File: src/logic/spc_pkg.sv
/*
 * Package for the serial port configuration and update block: addresses, field positions,
 * reset values, transfer states, the write carrier and a bit reversal helper.
 * Assumes a 13-bit register address carried in a 16-bit instruction word.
 */
package spc_pkg;

   localparam logic [12:0] ADDR_CONFIG = 13'h000;
   localparam logic [12:0] ADDR_READBACK = 13'h004;
   localparam logic [12:0] ADDR_PD_SYNC = 13'h230;
   localparam logic [12:0] ADDR_RSVD_SYS = 13'h231;
   localparam logic [12:0] ADDR_COMMIT = 13'h232;

   // Positions inside the effective configuration nibble {read pin, lsb first, soft reset, long}
   localparam int EFF_READ_PIN = 3;
   localparam int EFF_LSB_FIRST = 2;
   localparam int EFF_SOFT_RST = 1;
   localparam int EFF_LONG_INSTR = 0;
   localparam int READBACK_ACTIVE_BIT = 0;
   localparam int COMMIT_BIT = 0;

   localparam logic [7:0] CONFIG_RESET = 8'h18;
   localparam logic [7:0] READBACK_RESET = 8'h00;
   localparam logic [7:0] PD_SYNC_RESET = 8'h00;
   localparam logic [7:0] RSVD_SYS_RESET = 8'h00;
   localparam logic [7:0] COMMIT_RESET = 8'h00;

   localparam int INSTR_READ_BIT = 15;
   localparam int INSTR_LEN_MSB = 14;
   localparam int INSTR_LEN_LSB = 13;
   localparam logic [3:0] INSTR_LAST_BIT = 4'hf;
   localparam logic [3:0] BYTE_LAST_BIT = 4'h7;
   localparam int BANK_DEPTH = 2;

   typedef enum logic [1:0] {SPC_INSTR, SPC_WRITE, SPC_READ, SPC_DONE} spc_state_e;
   typedef logic [0:0] spc_idx_t;

   typedef struct packed {
      logic en;
      spc_idx_t idx;
      logic [7:0] data;
   } spc_wr_s;

   function automatic logic [15:0] spc_rev16(input logic [15:0] v);
      logic [15:0] r;
      r = 16'h0000;
      for (int i = 0; i < 16; i++)
      begin
         r[i] = v[15 - i];
      end
      return r;
   endfunction

endpackage

File: src/logic/spc_core.sv
/*
 * Serial control port front end with the configuration, readback select and commit registers.
 * Assumes serial pins are synchronous to core_clk and sclk is slower than core_clk / 2.
 */
`timescale 1ns/1ps
module spc_core (
   input wire logic core_clk,
   input wire logic sys_rst,
   input wire logic ce,
   input wire logic sclk,
   input wire logic cs_n,
   input wire logic sdio_in,
   output logic sdio_out,
   output logic sdio_oe,
   output logic serial_read_out_pin,
   output logic serial_read_out_oe,
   output logic [7:0] pd_sync_active,
   output logic soft_reset_active,
   output logic commit_pulse
);

   spc_pkg::spc_state_e state_reg;
   logic sclk_reg, rise, fall;
   logic [3:0] bitcnt_reg;
   logic [15:0] in_sr_reg, in_next, instr;
   logic [12:0] addr_reg, addr_step, rd_addr;
   logic [1:0] left_reg;
   logic [7:0] cfg_reg, readback_reg, commit_reg, out_sr_reg, wr_byte, rd_byte, bank_rd;
   logic [3:0] cfg_eff;
   logic wr_fire, cfg_wr, regs_rst, instr_end, out_bit;
   spc_pkg::spc_wr_s bank_wr;

   function automatic logic [7:0] rev8(input logic [7:0] v);
      logic [15:0] w;
      w = spc_pkg::spc_rev16({v, 8'h00});
      return w[7:0];
   endfunction

   // Either half of the mirrored byte switches a function on, so shift order cannot flip it
   assign cfg_eff = cfg_reg[7:4] | {cfg_reg[0], cfg_reg[1], cfg_reg[2], cfg_reg[3]};
   assign rise = sclk & ~sclk_reg;
   assign fall = ~sclk & sclk_reg;
   assign in_next = {in_sr_reg[14:0], sdio_in};
   assign instr = cfg_eff[spc_pkg::EFF_LSB_FIRST] ? spc_pkg::spc_rev16(in_next) : in_next;
   assign wr_byte = cfg_eff[spc_pkg::EFF_LSB_FIRST] ? rev8(in_next[7:0]) : in_next[7:0];
   assign addr_step = cfg_eff[spc_pkg::EFF_LSB_FIRST] ? addr_reg + 13'h0001 : addr_reg - 13'h0001;
   assign instr_end = ce && !cs_n && rise && state_reg == spc_pkg::SPC_INSTR && bitcnt_reg == spc_pkg::INSTR_LAST_BIT;
   assign wr_fire = ce && !cs_n && rise && state_reg == spc_pkg::SPC_WRITE
      && bitcnt_reg == spc_pkg::BYTE_LAST_BIT;
   assign cfg_wr = wr_fire && addr_reg == spc_pkg::ADDR_CONFIG;
   assign regs_rst = sys_rst || soft_reset_active;
   assign rd_addr = instr_end ? instr[12:0] : addr_step;
   assign out_bit = cfg_eff[spc_pkg::EFF_LSB_FIRST] ? out_sr_reg[0] : out_sr_reg[7];
   assign bank_wr.en = wr_fire && (addr_reg == spc_pkg::ADDR_PD_SYNC || addr_reg == spc_pkg::ADDR_RSVD_SYS);
   assign bank_wr.idx = spc_pkg::spc_idx_t'(addr_reg == spc_pkg::ADDR_RSVD_SYS);
   assign bank_wr.data = wr_byte;

   always_comb
   begin
      if (rd_addr == spc_pkg::ADDR_CONFIG)
         rd_byte = cfg_reg;
      else if (rd_addr == spc_pkg::ADDR_READBACK)
         rd_byte = readback_reg;
      else if (rd_addr == spc_pkg::ADDR_PD_SYNC || rd_addr == spc_pkg::ADDR_RSVD_SYS)
         rd_byte = bank_rd;
      else if (rd_addr == spc_pkg::ADDR_COMMIT)
         rd_byte = commit_reg;
      else
         rd_byte = 8'h00;
   end

   spc_bank spc_bank_inst (
      .clk(core_clk),
      .ce(ce),
      .rst(regs_rst),
      .wr(bank_wr),
      .commit(commit_reg[spc_pkg::COMMIT_BIT]),
      .rd_idx(spc_pkg::spc_idx_t'(rd_addr == spc_pkg::ADDR_RSVD_SYS)),
      .rd_active(readback_reg[spc_pkg::READBACK_ACTIVE_BIT]),
      .rd_data(bank_rd),
      .act0(pd_sync_active)
   );

   // Frame sequencer; cs_n high abandons any partial byte
   always_ff @(posedge core_clk)
   begin
      if (sys_rst)
      begin
         state_reg <= spc_pkg::SPC_INSTR;
         sclk_reg <= 1'b0;
         bitcnt_reg <= 4'h0;
         in_sr_reg <= 16'h0000;
         addr_reg <= 13'h0000;
         left_reg <= 2'b00;
      end
      else if (ce)
      begin
         sclk_reg <= sclk;
         if (cs_n)
         begin
            state_reg <= spc_pkg::SPC_INSTR;
            bitcnt_reg <= 4'h0;
         end
         else if (rise)
         begin
            in_sr_reg <= in_next;
            case (state_reg)
               spc_pkg::SPC_INSTR:
                  // Always a 16-bit instruction; the short form is not decoded
                  if (bitcnt_reg == spc_pkg::INSTR_LAST_BIT)
                  begin
                     addr_reg <= instr[12:0];
                     left_reg <= instr[spc_pkg::INSTR_LEN_MSB:spc_pkg::INSTR_LEN_LSB];
                     state_reg <= instr[spc_pkg::INSTR_READ_BIT] ? spc_pkg::SPC_READ : spc_pkg::SPC_WRITE;
                     bitcnt_reg <= 4'h0;
                  end
                  else
                     bitcnt_reg <= bitcnt_reg + 4'h1;
               spc_pkg::SPC_WRITE, spc_pkg::SPC_READ:
                  if (bitcnt_reg == spc_pkg::BYTE_LAST_BIT)
                  begin
                     bitcnt_reg <= 4'h0;
                     addr_reg <= addr_step;
                     if (left_reg == 2'b00)
                        state_reg <= spc_pkg::SPC_DONE;
                     else
                        left_reg <= left_reg - 2'b01;
                  end
                  else
                     bitcnt_reg <= bitcnt_reg + 4'h1;
               default:
                  state_reg <= spc_pkg::SPC_DONE;
            endcase
         end
      end
   end

   // Read data: load on the closing rising edge, drive on each falling edge
   always_ff @(posedge core_clk)
   begin
      if (sys_rst)
      begin
         out_sr_reg <= 8'h00;
         sdio_out <= 1'b0;
         sdio_oe <= 1'b0;
         serial_read_out_pin <= 1'b0;
         serial_read_out_oe <= 1'b0;
      end
      else if (ce)
      begin
         if (cs_n || state_reg != spc_pkg::SPC_READ && !instr_end)
         begin
            sdio_oe <= 1'b0;
            serial_read_out_oe <= 1'b0;
         end
         if (!cs_n && rise && (instr_end && instr[spc_pkg::INSTR_READ_BIT]
             || state_reg == spc_pkg::SPC_READ && bitcnt_reg == spc_pkg::BYTE_LAST_BIT && left_reg != 2'b00))
            out_sr_reg <= rd_byte;
         else if (!cs_n && fall && state_reg == spc_pkg::SPC_READ)
         begin
            out_sr_reg <= cfg_eff[spc_pkg::EFF_LSB_FIRST] ? {1'b0, out_sr_reg[7:1]} : {out_sr_reg[6:0], 1'b0};
            if (cfg_eff[spc_pkg::EFF_READ_PIN])
            begin
               serial_read_out_pin <= out_bit;
               serial_read_out_oe <= 1'b1;
               sdio_oe <= 1'b0;
            end
            else
            begin
               sdio_out <= out_bit;
               sdio_oe <= 1'b1;
               serial_read_out_oe <= 1'b0;
            end
         end
      end
   end

   // Config is outside the soft reset so the host can write the reset bit back to 0
   always_ff @(posedge core_clk)
   begin
      if (sys_rst)
      begin
         cfg_reg <= spc_pkg::CONFIG_RESET;
         soft_reset_active <= 1'b0;
      end
      else if (ce)
      begin
         if (cfg_wr)
            cfg_reg <= wr_byte;
         soft_reset_active <= cfg_eff[spc_pkg::EFF_SOFT_RST];
      end
   end

   always_ff @(posedge core_clk)
   begin
      if (regs_rst)
         readback_reg <= spc_pkg::READBACK_RESET;
      else if (ce && wr_fire && addr_reg == spc_pkg::ADDR_READBACK)
         readback_reg <= wr_byte;
   end

   // A new write wins over the self-clear in the same cycle
   always_ff @(posedge core_clk)
   begin
      if (regs_rst)
         commit_reg <= spc_pkg::COMMIT_RESET;
      else if (ce && wr_fire && addr_reg == spc_pkg::ADDR_COMMIT)
         commit_reg <= wr_byte & 8'h01;
      else if (ce)
         commit_reg <= 8'h00;
   end

   assign commit_pulse = commit_reg[spc_pkg::COMMIT_BIT];
endmodule

File: src/logic/spc_bank.sv
/*
 * Buffered and active copies of the committed settings bytes.
 * Assumes the caller decodes addresses and pulses commit for one enabled cycle.
 */
`timescale 1ns/1ps
module spc_bank (
   input wire logic clk,
   input wire logic ce,
   input wire logic rst,
   input spc_pkg::spc_wr_s wr,
   input wire logic commit,
   input spc_pkg::spc_idx_t rd_idx,
   input wire logic rd_active,
   output logic [7:0] rd_data,
   output logic [7:0] act0
);

   logic [7:0] buf_reg [spc_pkg::BANK_DEPTH];
   logic [7:0] act_reg [spc_pkg::BANK_DEPTH];

   // Writes only touch the buffer; the reserved slot never stores
   always_ff @(posedge clk)
   begin
      if (rst)
      begin
         buf_reg[0] <= spc_pkg::PD_SYNC_RESET;
         buf_reg[1] <= spc_pkg::RSVD_SYS_RESET;
      end
      else if (ce && wr.en && wr.idx == 1'b0)
      begin
         buf_reg[wr.idx] <= wr.data;
      end
   end

   // All buffers move to the active side in the same edge
   always_ff @(posedge clk)
   begin
      if (rst)
      begin
         act_reg[0] <= spc_pkg::PD_SYNC_RESET;
         act_reg[1] <= spc_pkg::RSVD_SYS_RESET;
      end
      else if (ce && commit)
      begin
         for (int i = 0; i < spc_pkg::BANK_DEPTH; i++)
         begin
            act_reg[i] <= buf_reg[i];
         end
      end
   end

   assign rd_data = rd_active ? act_reg[rd_idx] : buf_reg[rd_idx];
   assign act0 = act_reg[0];
endmodule

File: config.mk
export PLATFORM = sky130hd
export DESIGN_NAME = spc_core
export DESIGN_NICKNAME = d
export VERILOG_FILES = /design/src/logic/spc_pkg.sv /design/src/logic/spc_core.sv /design/src/logic/spc_bank.sv
export SDC_FILE = /design/constraint.sdc
export NUM_CORES = 1
export LEC_CHECK = 0
export BUFFER_PORTS_ARGS = -buffer_cell sky130_fd_sc_hd__buf_2
export CORE_MARGIN = 2
export CORE_UTILIZATION = 40
export DETAILED_ROUTE_END_ITERATION = 12
export PLACE_DENSITY = 0.55
export REMOVE_ABC_BUFFERS = 1
export SETUP_SLACK_MARGIN = 0.5
export SLEW_MARGIN = 20
export SYNTH_ARGS = -nofsm -noshare
export SYNTH_HDL_FRONTEND = slang
export SYNTH_SLANG_ARGS = --single-unit
File: constraint.sdc
create_clock -name core_clk -period 13.4 [get_ports core_clk]
set_input_delay 2.68 -clock core_clk [delete_from_list [all_inputs] [get_ports core_clk]]
set_output_delay 2.68 -clock core_clk [all_outputs]
set_load 0.02 [all_outputs]
# [Word-level counts from Yosys, hierarchy flattened]
# Memory sizes are Yosys's and may differ from the RTL's.
# Index checks and enable logic that the tools add are counted.
[op_classes] n_reduce_logical=50 order_cmp=0 bitwise=11 eq_ne=19 n_mul=0 n_mux=55 n_shift=0 n_addsub=4 div=0
[ops] operator="$mux W8" n=11
[ops] operator="$eq A13 B10 Y1 const B" n=6
[ops] operator="$mux W13" n=4
[ops] operator="$eq A13 B3 Y1 const B" n=2
[ops] operator="$logic_not A13 Y1" n=2
[ops] operator="$pmux W13 S2" n=1
[ops] operator="$logic_and A1 B1 Y1" n=22
[ops] operator="$mux W1" n=22
[ops] operator="$mux W2" n=9
[ops] operator="$mux W16" n=1
[ops] operator="$mux W4" n=4
[ops] operator="$add A13 B1 Y13 const B" n=1
[ops] operator="$sub A13 B1 Y13 const B" n=1
[ops] operator="$reduce_bool A2 Y1" n=5
[ops] operator="$pmux W2 S2" n=2
[ops] operator="$pmux W4 S2" n=1
[ops] operator="$reduce_and A4 Y1" n=2
[ops] operator="$reduce_or A8 Y1" n=1
[ops] operator="$reduce_and A7 Y1" n=1
[ops] operator="$ne A2 B2 Y1 const B" n=3
[ops] operator="$ne A3 B3 Y1 const B" n=2
[ops] operator="$not A1 Y1" n=6
[ops] operator="$reduce_and A3 Y1" n=2
[ops] operator="$reduce_and A6 Y1" n=1
[ops] operator="other kinds (18)" n=27
[totals] rom_bits=0 elab_cells=156 input_bits=6 mem_count=2 ram_bits=32 latchBits=0 register_bits=67
[memory_table] memory="spc_bank_inst.act_reg" depth=2 width=8 read_ports=2 rd_clocked_by_memory_dff=0 write_ports=2 line="spc_bank.sv:19" text="logic [7:0] act_reg [spc_pkg::BANK_DEPTH];"
[memory_table] memory="spc_bank_inst.buf_reg" depth=2 width=8 read_ports=3 rd_clocked_by_memory_dff=0 write_ports=2 line="spc_bank.sv:18" text="logic [7:0] buf_reg [spc_pkg::BANK_DEPTH];"

# [Depth between registers and ports, before layout]
[depth] ltp_word=13 ltp_mapped=20 depth_no_buf=13

# [Cells and area by module]
# A second synthesis with hierarchy kept.
[unflattened] cells_unflattened=669 hier_area_um2=5851.9
[modules_own_cells] mod="spc_core" area_per_inst_um2=4489.3 cells_per_inst=595 n_inst=1
[modules_own_cells] mod="spc_bank" area_per_inst_um2=1362.6 cells_per_inst=74 n_inst=1

# [Worst setup path after synthesis]
# No wires, ideal clock.
[synth_path] path_kind="input port to flip-flop" from="input cs_n" to="register out_sr_reg[0]" stages=10 path_buffers=2 t_arrival_ns=5.633 path_slack_ns=7.674 setup_time_ns=0.093 t_required_ns=13.307 path_cell_list="nand4bb_1 -> or3_1 -> clkbuf_1 -> a21oi_1 -> nand4_1 -> or3_1 -> buf_2 -> nor3_4 -> mux4_2 -> o311ai_2"
[synth_via] elab_chain_cells=13 word_cells_on_any_way=28
[synth_rtl] item="start, declared" line="spc_core.sv:11" text="input wire logic cs_n,"
[synth_rtl] item="$logic_not A1 Y1 (*)" line="spc_core.sv:47, spc_core.sv:156, spc_core.sv:159"
[synth_rtl] item="$logic_and A1 B1 Y1 (4 in a row)" line="spc_core.sv:47" text="assign instr_end = ce && !cs_n && rise && state_reg == spc_pkg::SPC_INSTR && bitcnt_reg == spc_pkg::INSTR_LAST ..."
[synth_rtl] item="$mux W13" line="spc_core.sv:52" text="assign rd_addr = instr_end ? instr[12:0] : addr_step;"
[synth_rtl] item="$eq A13 B10 Y1" line="spc_core.sv:64, spc_core.sv:78"
[synth_rtl] item="$mem_v2 Z2 W8 (on tied branches)"
[synth_rtl] item="$mux W8" line="spc_bank.sv:52" text="assign rd_data = rd_active ? act_reg[rd_idx] : buf_reg[rd_idx];"
[synth_rtl] item="$mux W8" line="spc_core.sv:64" text="else if (rd_addr == spc_pkg::ADDR_PD_SYNC || rd_addr == spc_pkg::ADDR_RSVD_SYS)"
[synth_rtl] item="$mux W8" line="spc_core.sv:62" text="else if (rd_addr == spc_pkg::ADDR_READBACK)"
[synth_rtl] item="$mux W8" line="spc_core.sv:60" text="if (rd_addr == spc_pkg::ADDR_CONFIG)"
[synth_rtl] item="$mux W8" line="spc_core.sv:156" text="if (!cs_n && rise && (instr_end && instr[spc_pkg::INSTR_READ_BIT]"
[synth_rtl] item="end signal, assigned" line="spc_core.sv:158" text="out_sr_reg <= rd_byte;"
[synth_rtl] item="end signal, assigned" line="spc_core.sv:161" text="out_sr_reg <= cfg_eff[spc_pkg::EFF_LSB_FIRST] ? {1'b0, out_sr_reg[7:1]} : {out_sr_reg[6:0], 1'b0};"
[synth_rtl] item="end, declared" line="spc_core.sv:28" text="logic [7:0] cfg_reg, readback_reg, commit_reg, out_sr_reg, wr_byte, rd_byte, bank_rd;"
# Every way passes the cells marked *; elsewhere a longest branch is shown, timed or not.
# A chain may end at the register's enable or synchronous reset.

# [Final worst setup path]
# Same ends and word-level chain as after synthesis.

==> flow_metrics.py <==
metrics = {
    "timing": {
        "finalMaxSlewViolations": 0,
        "rsz0062_at_grt": "false",
        "worst_slew_pin_slew_ns": 0.981,
        "finalCriticalPeriod_ns": 6.85,
        "finalSetupViolCount": 0,
        "setup_slack_ns": 6.55,
        "max_freq_ghz": 0.146,
        "whs_ns": 0.466,
        "slew-limit-headroom_pct": 34.1,
        "report.final.hold_viol_count": 0,
        "tns_ns": 0,
        "fin_crit_sh_pct": 51.1,
        "finalClockSkew_ns": 0.00699,
    },
    "critical_path": {
        "max_stage_delay_ns": 0.87,
        "r2r-start": "cfg_reg[1]",
        "crit_top_cell": "or3_1",
        "critPathKind": "in -> reg",
        "startpoint": "cs_n",
        "required_ns": 13.67,
        "start_kind": "input port",
        "crit_arrival_ns": 7.12,
        "path_delay_family": "simple AND/OR/NAND/NOR gates",
        "cp_cell_sequence": "buf_2, nand4bb_1, or3_1, a21oi_1, nand4_1, or3_1, nor3_4, mux4_2, o311ai_2",
        "cp_slowest_cell": "or3_1",
        "cp-end-kind": "flop",
        "path_buf_inv": 1,
        "critPathMaxFanout": 20,
    },
    "yosys": {
        "synth_fa_ha_area_share_pct": 3.49,
        "synth_area_mm2": 0.00598,
        "synth_xor_area_share_pct": 2.64,
        "postSynth.asyncResetShare_pct": 0,
        "synth_mux_area_share_pct": 6.09,
        "synth-simple-area-share_pct": 24.1,
        "synth_compound_area_share_pct": 20.6,
        "synthTopCellsByCount": "98 x nor2_1, 84 x a21oi_1, 77 x nand2_1",
        "synth_top_family_by_area": "simple AND/OR/NAND/NOR gates",
        "ys_seq_area_share_pct": 38.5,
        "yosysTopAreaCellShare_pct": 22.4,
        "post-synth-top-count-cell": "nor2_1",
        "synth.distinct_cells": 73,
        "synth_edf_count": 32,
        "ys.flop_type": "dfxtp_1",
        "ys_warn_count": 0,
        "ys_ff_latch": 99,
        "syn_inst": 716,
        "synth_area_leaders": "dfxtp_1 22%, edfxtp_1 16%, a21oi_1 7.0%",
        "synth_largest_area_cell": "dfxtp_1",
        "synth_area_per_cell_um2": 8.35,
    },
    "place": {
        "place_ws_ns": 6.18,
        "dp_hpwl_um": 11800,
        "io_buffers": 19,
        "place_congestion": 0.970,
        "dp.cells": 884,
    },
    "finish": {
        "instances_no_fill": 900,
        "fill_cells": 1401,
        "syn2layout_area_growth_pct": 8.22,
        "antenna_cells": 0,
        "finalNetCount": 729,
        "drive_above_1_share_pct": 9.22,
    },
    "die": {
        "fp.dieH_um": 126,
        "die_w_um": 126,
        "ios": 20,
        "start_util_pct": 41.0,
        "design.core.area_mm2": 0.0146,
        "die_area_mm2": 0.0159,
        "core.rowCount": 44,
    },
    "global_route": {
        "grt_pass1_wl_um": 26900,
        "grt_pass1_vias": 4936,
        "track_usage_pct": 21.3,
        "global_route.overflow_total": 0,
        "grt_max_degree": 61,
        "antenna_found_initial": 0,
    },
    "power": {
        "power_leakage_nw": 2.30,
        "powerDensity_mw_per_mm2": 95.2,
        "vdd_drop_max_mv": 0.0684,
    },
    "route": {
        "drcViolationCount": 0,
        "vias_per_cell": 5.84,
        "wl_per_cell_um": 18.5,
        "vias": 5255,
        "dr.pass1.iters": 5,
        "routed_wl_um": 16700,
        "ant_nets": 0,
        "drtIter0Drc": 405,
    },
    "clock_tree": {
        "clkSlewWorstSetupHoldPaths_ns": 0.08,
        "cts_tree": "yes",
        "numCtsBuffers": 9,
        "ctsLongestPathBuffers": 2,
        "h-tree-depth": 3,
        "clock_latency_ns": 0.36,
        "clockRootBuffer": "clkbuf_16",
        "cts_resized": 0,
        "hold_buffers": 0,
        "cts.sinks": 99,
        "post_cts_buffers": 0,
    },
    "min_path": {
        "worstHoldStart": "serial_read_out_oe",
        "hold_path_class": "reg -> reg",
    },
    "status": {
        "outcome": "finished, final reports clean",
    },
    "flow_run": {
        "drv_cap": 0,
    },
}
-- final cells by class --
| class | instances | area (µm²) | share of cell area, % |
|---|---|---|---|
| clock buffer | 9 | 225 | 3.48 |
| clock inverter | 7 | 68.8 | 1.06 |
| tap | 184 | 230 | 3.56 |
| inverter | 16 | 72.6 | 1.12 |
| sequential | 99 | 2300 | 35.6 |
| timing repair buffer | 24 | 133 | 2.05 |
| multi-input combinational | 561 | 3440 | 53.2 |
-- layout by cell type, fill, tap and decap left out, types with 5 or more instances in the layout --
| cell | netlist | layout |
|---|---|---|
| mux2i_1 | 15 | 15 |
| xnor2_1 | 17 | 17 |
| clkbuf_16 | 0 | 9 |
| buf_2 | 3 | 19 |
| nor2b_1 | 5 | 5 |
| and2_1 | 29 | 29 |
| nand2_1 | 77 | 77 |
| nand2b_1 | 10 | 10 |
| dfxtp_1 | 67 | 67 |
| edfxtp_1 | 32 | 32 |
| inv_1 | 15 | 15 |
| nand3_1 | 11 | 11 |
| or3_1 | 8 | 8 |
| ha_1 | 11 | 11 |
| a31oi_1 | 7 | 7 |
| o41ai_1 | 7 | 7 |
| nor3_1 | 26 | 26 |
| or2_2 | 10 | 10 |
| a21oi_1 | 84 | 84 |
| a21o_1 | 10 | 10 |
| nor4_1 | 5 | 5 |
| a211oi_1 | 14 | 14 |
| conb_1 | 1 | 8 |
| o21a_1 | 5 | 5 |
| o21ai_0 | 28 | 28 |
| mux4_1 | 5 | 5 |
| buf_4 | 2 | 5 |
| nor2_1 | 98 | 98 |
| a2111oi_0 | 5 | 5 |
-- kinds of logic (layout without fill, tap and decap cells) --
group           Yosys count  count (layout)
fa+ha+maj                17              17
simple gates            301             301
mux                      24              24
other cells               1               8
compound gates          193             193
flops                    99              99
buf+inv                  63              56
xor+xnor                 18              18
-- per-layer routing --
metal  up-vias  GRT usage (%)  routed length [µm]
met5         -              0                   0
met4         0           7.89                 482
met3        28           4.05                1040
met2       176           32.2                7140
met1      2499           30.3                8010
li1       2552              -                   -
-- per-stage QoR --
| stage | total power [mW] | instance area, µm² | utilization, % |
|---|---|---|---|
| 3_5_place_dp | 0.359 | 6180 | 42.4 |
| 2_1_floorplan | 0.345 | 5810 | - |
| 5_1_grt | 0.636 | 6470 | 44.4 |
| 6_report | 0.617 | 6470 | 44.4 |
| 3_3_place_gp | 0.358 | 6180 | 42.4 |
| 4_1_cts | 0.621 | 6470 | 44.4 |
-- power breakdown --
group          switching, mW  internal [mW]
logic                 0.0233         0.0100
clock network          0.131          0.133
registers            0.00381          0.315
total                  0.158          0.458
-- worst paths after layout --
kind | endpoint | cells after the start | slack [ns]
max | out_sr_reg[0] | 9 | 6.55
min | serial_read_out_oe | 2 | 0.47
min reg2reg | serial_read_out_oe | 2 | 0.47
max reg2reg | out_sr_reg[2] | 13 | 8.42
-- worst min-delay path, stage by stage (launching register included) --
cell	delay (ns)
dfxtp_1	0.32
nand2_1	0.05
a21oi_1	0.05
Note: power is estimated with default switching activity, not from simulation.
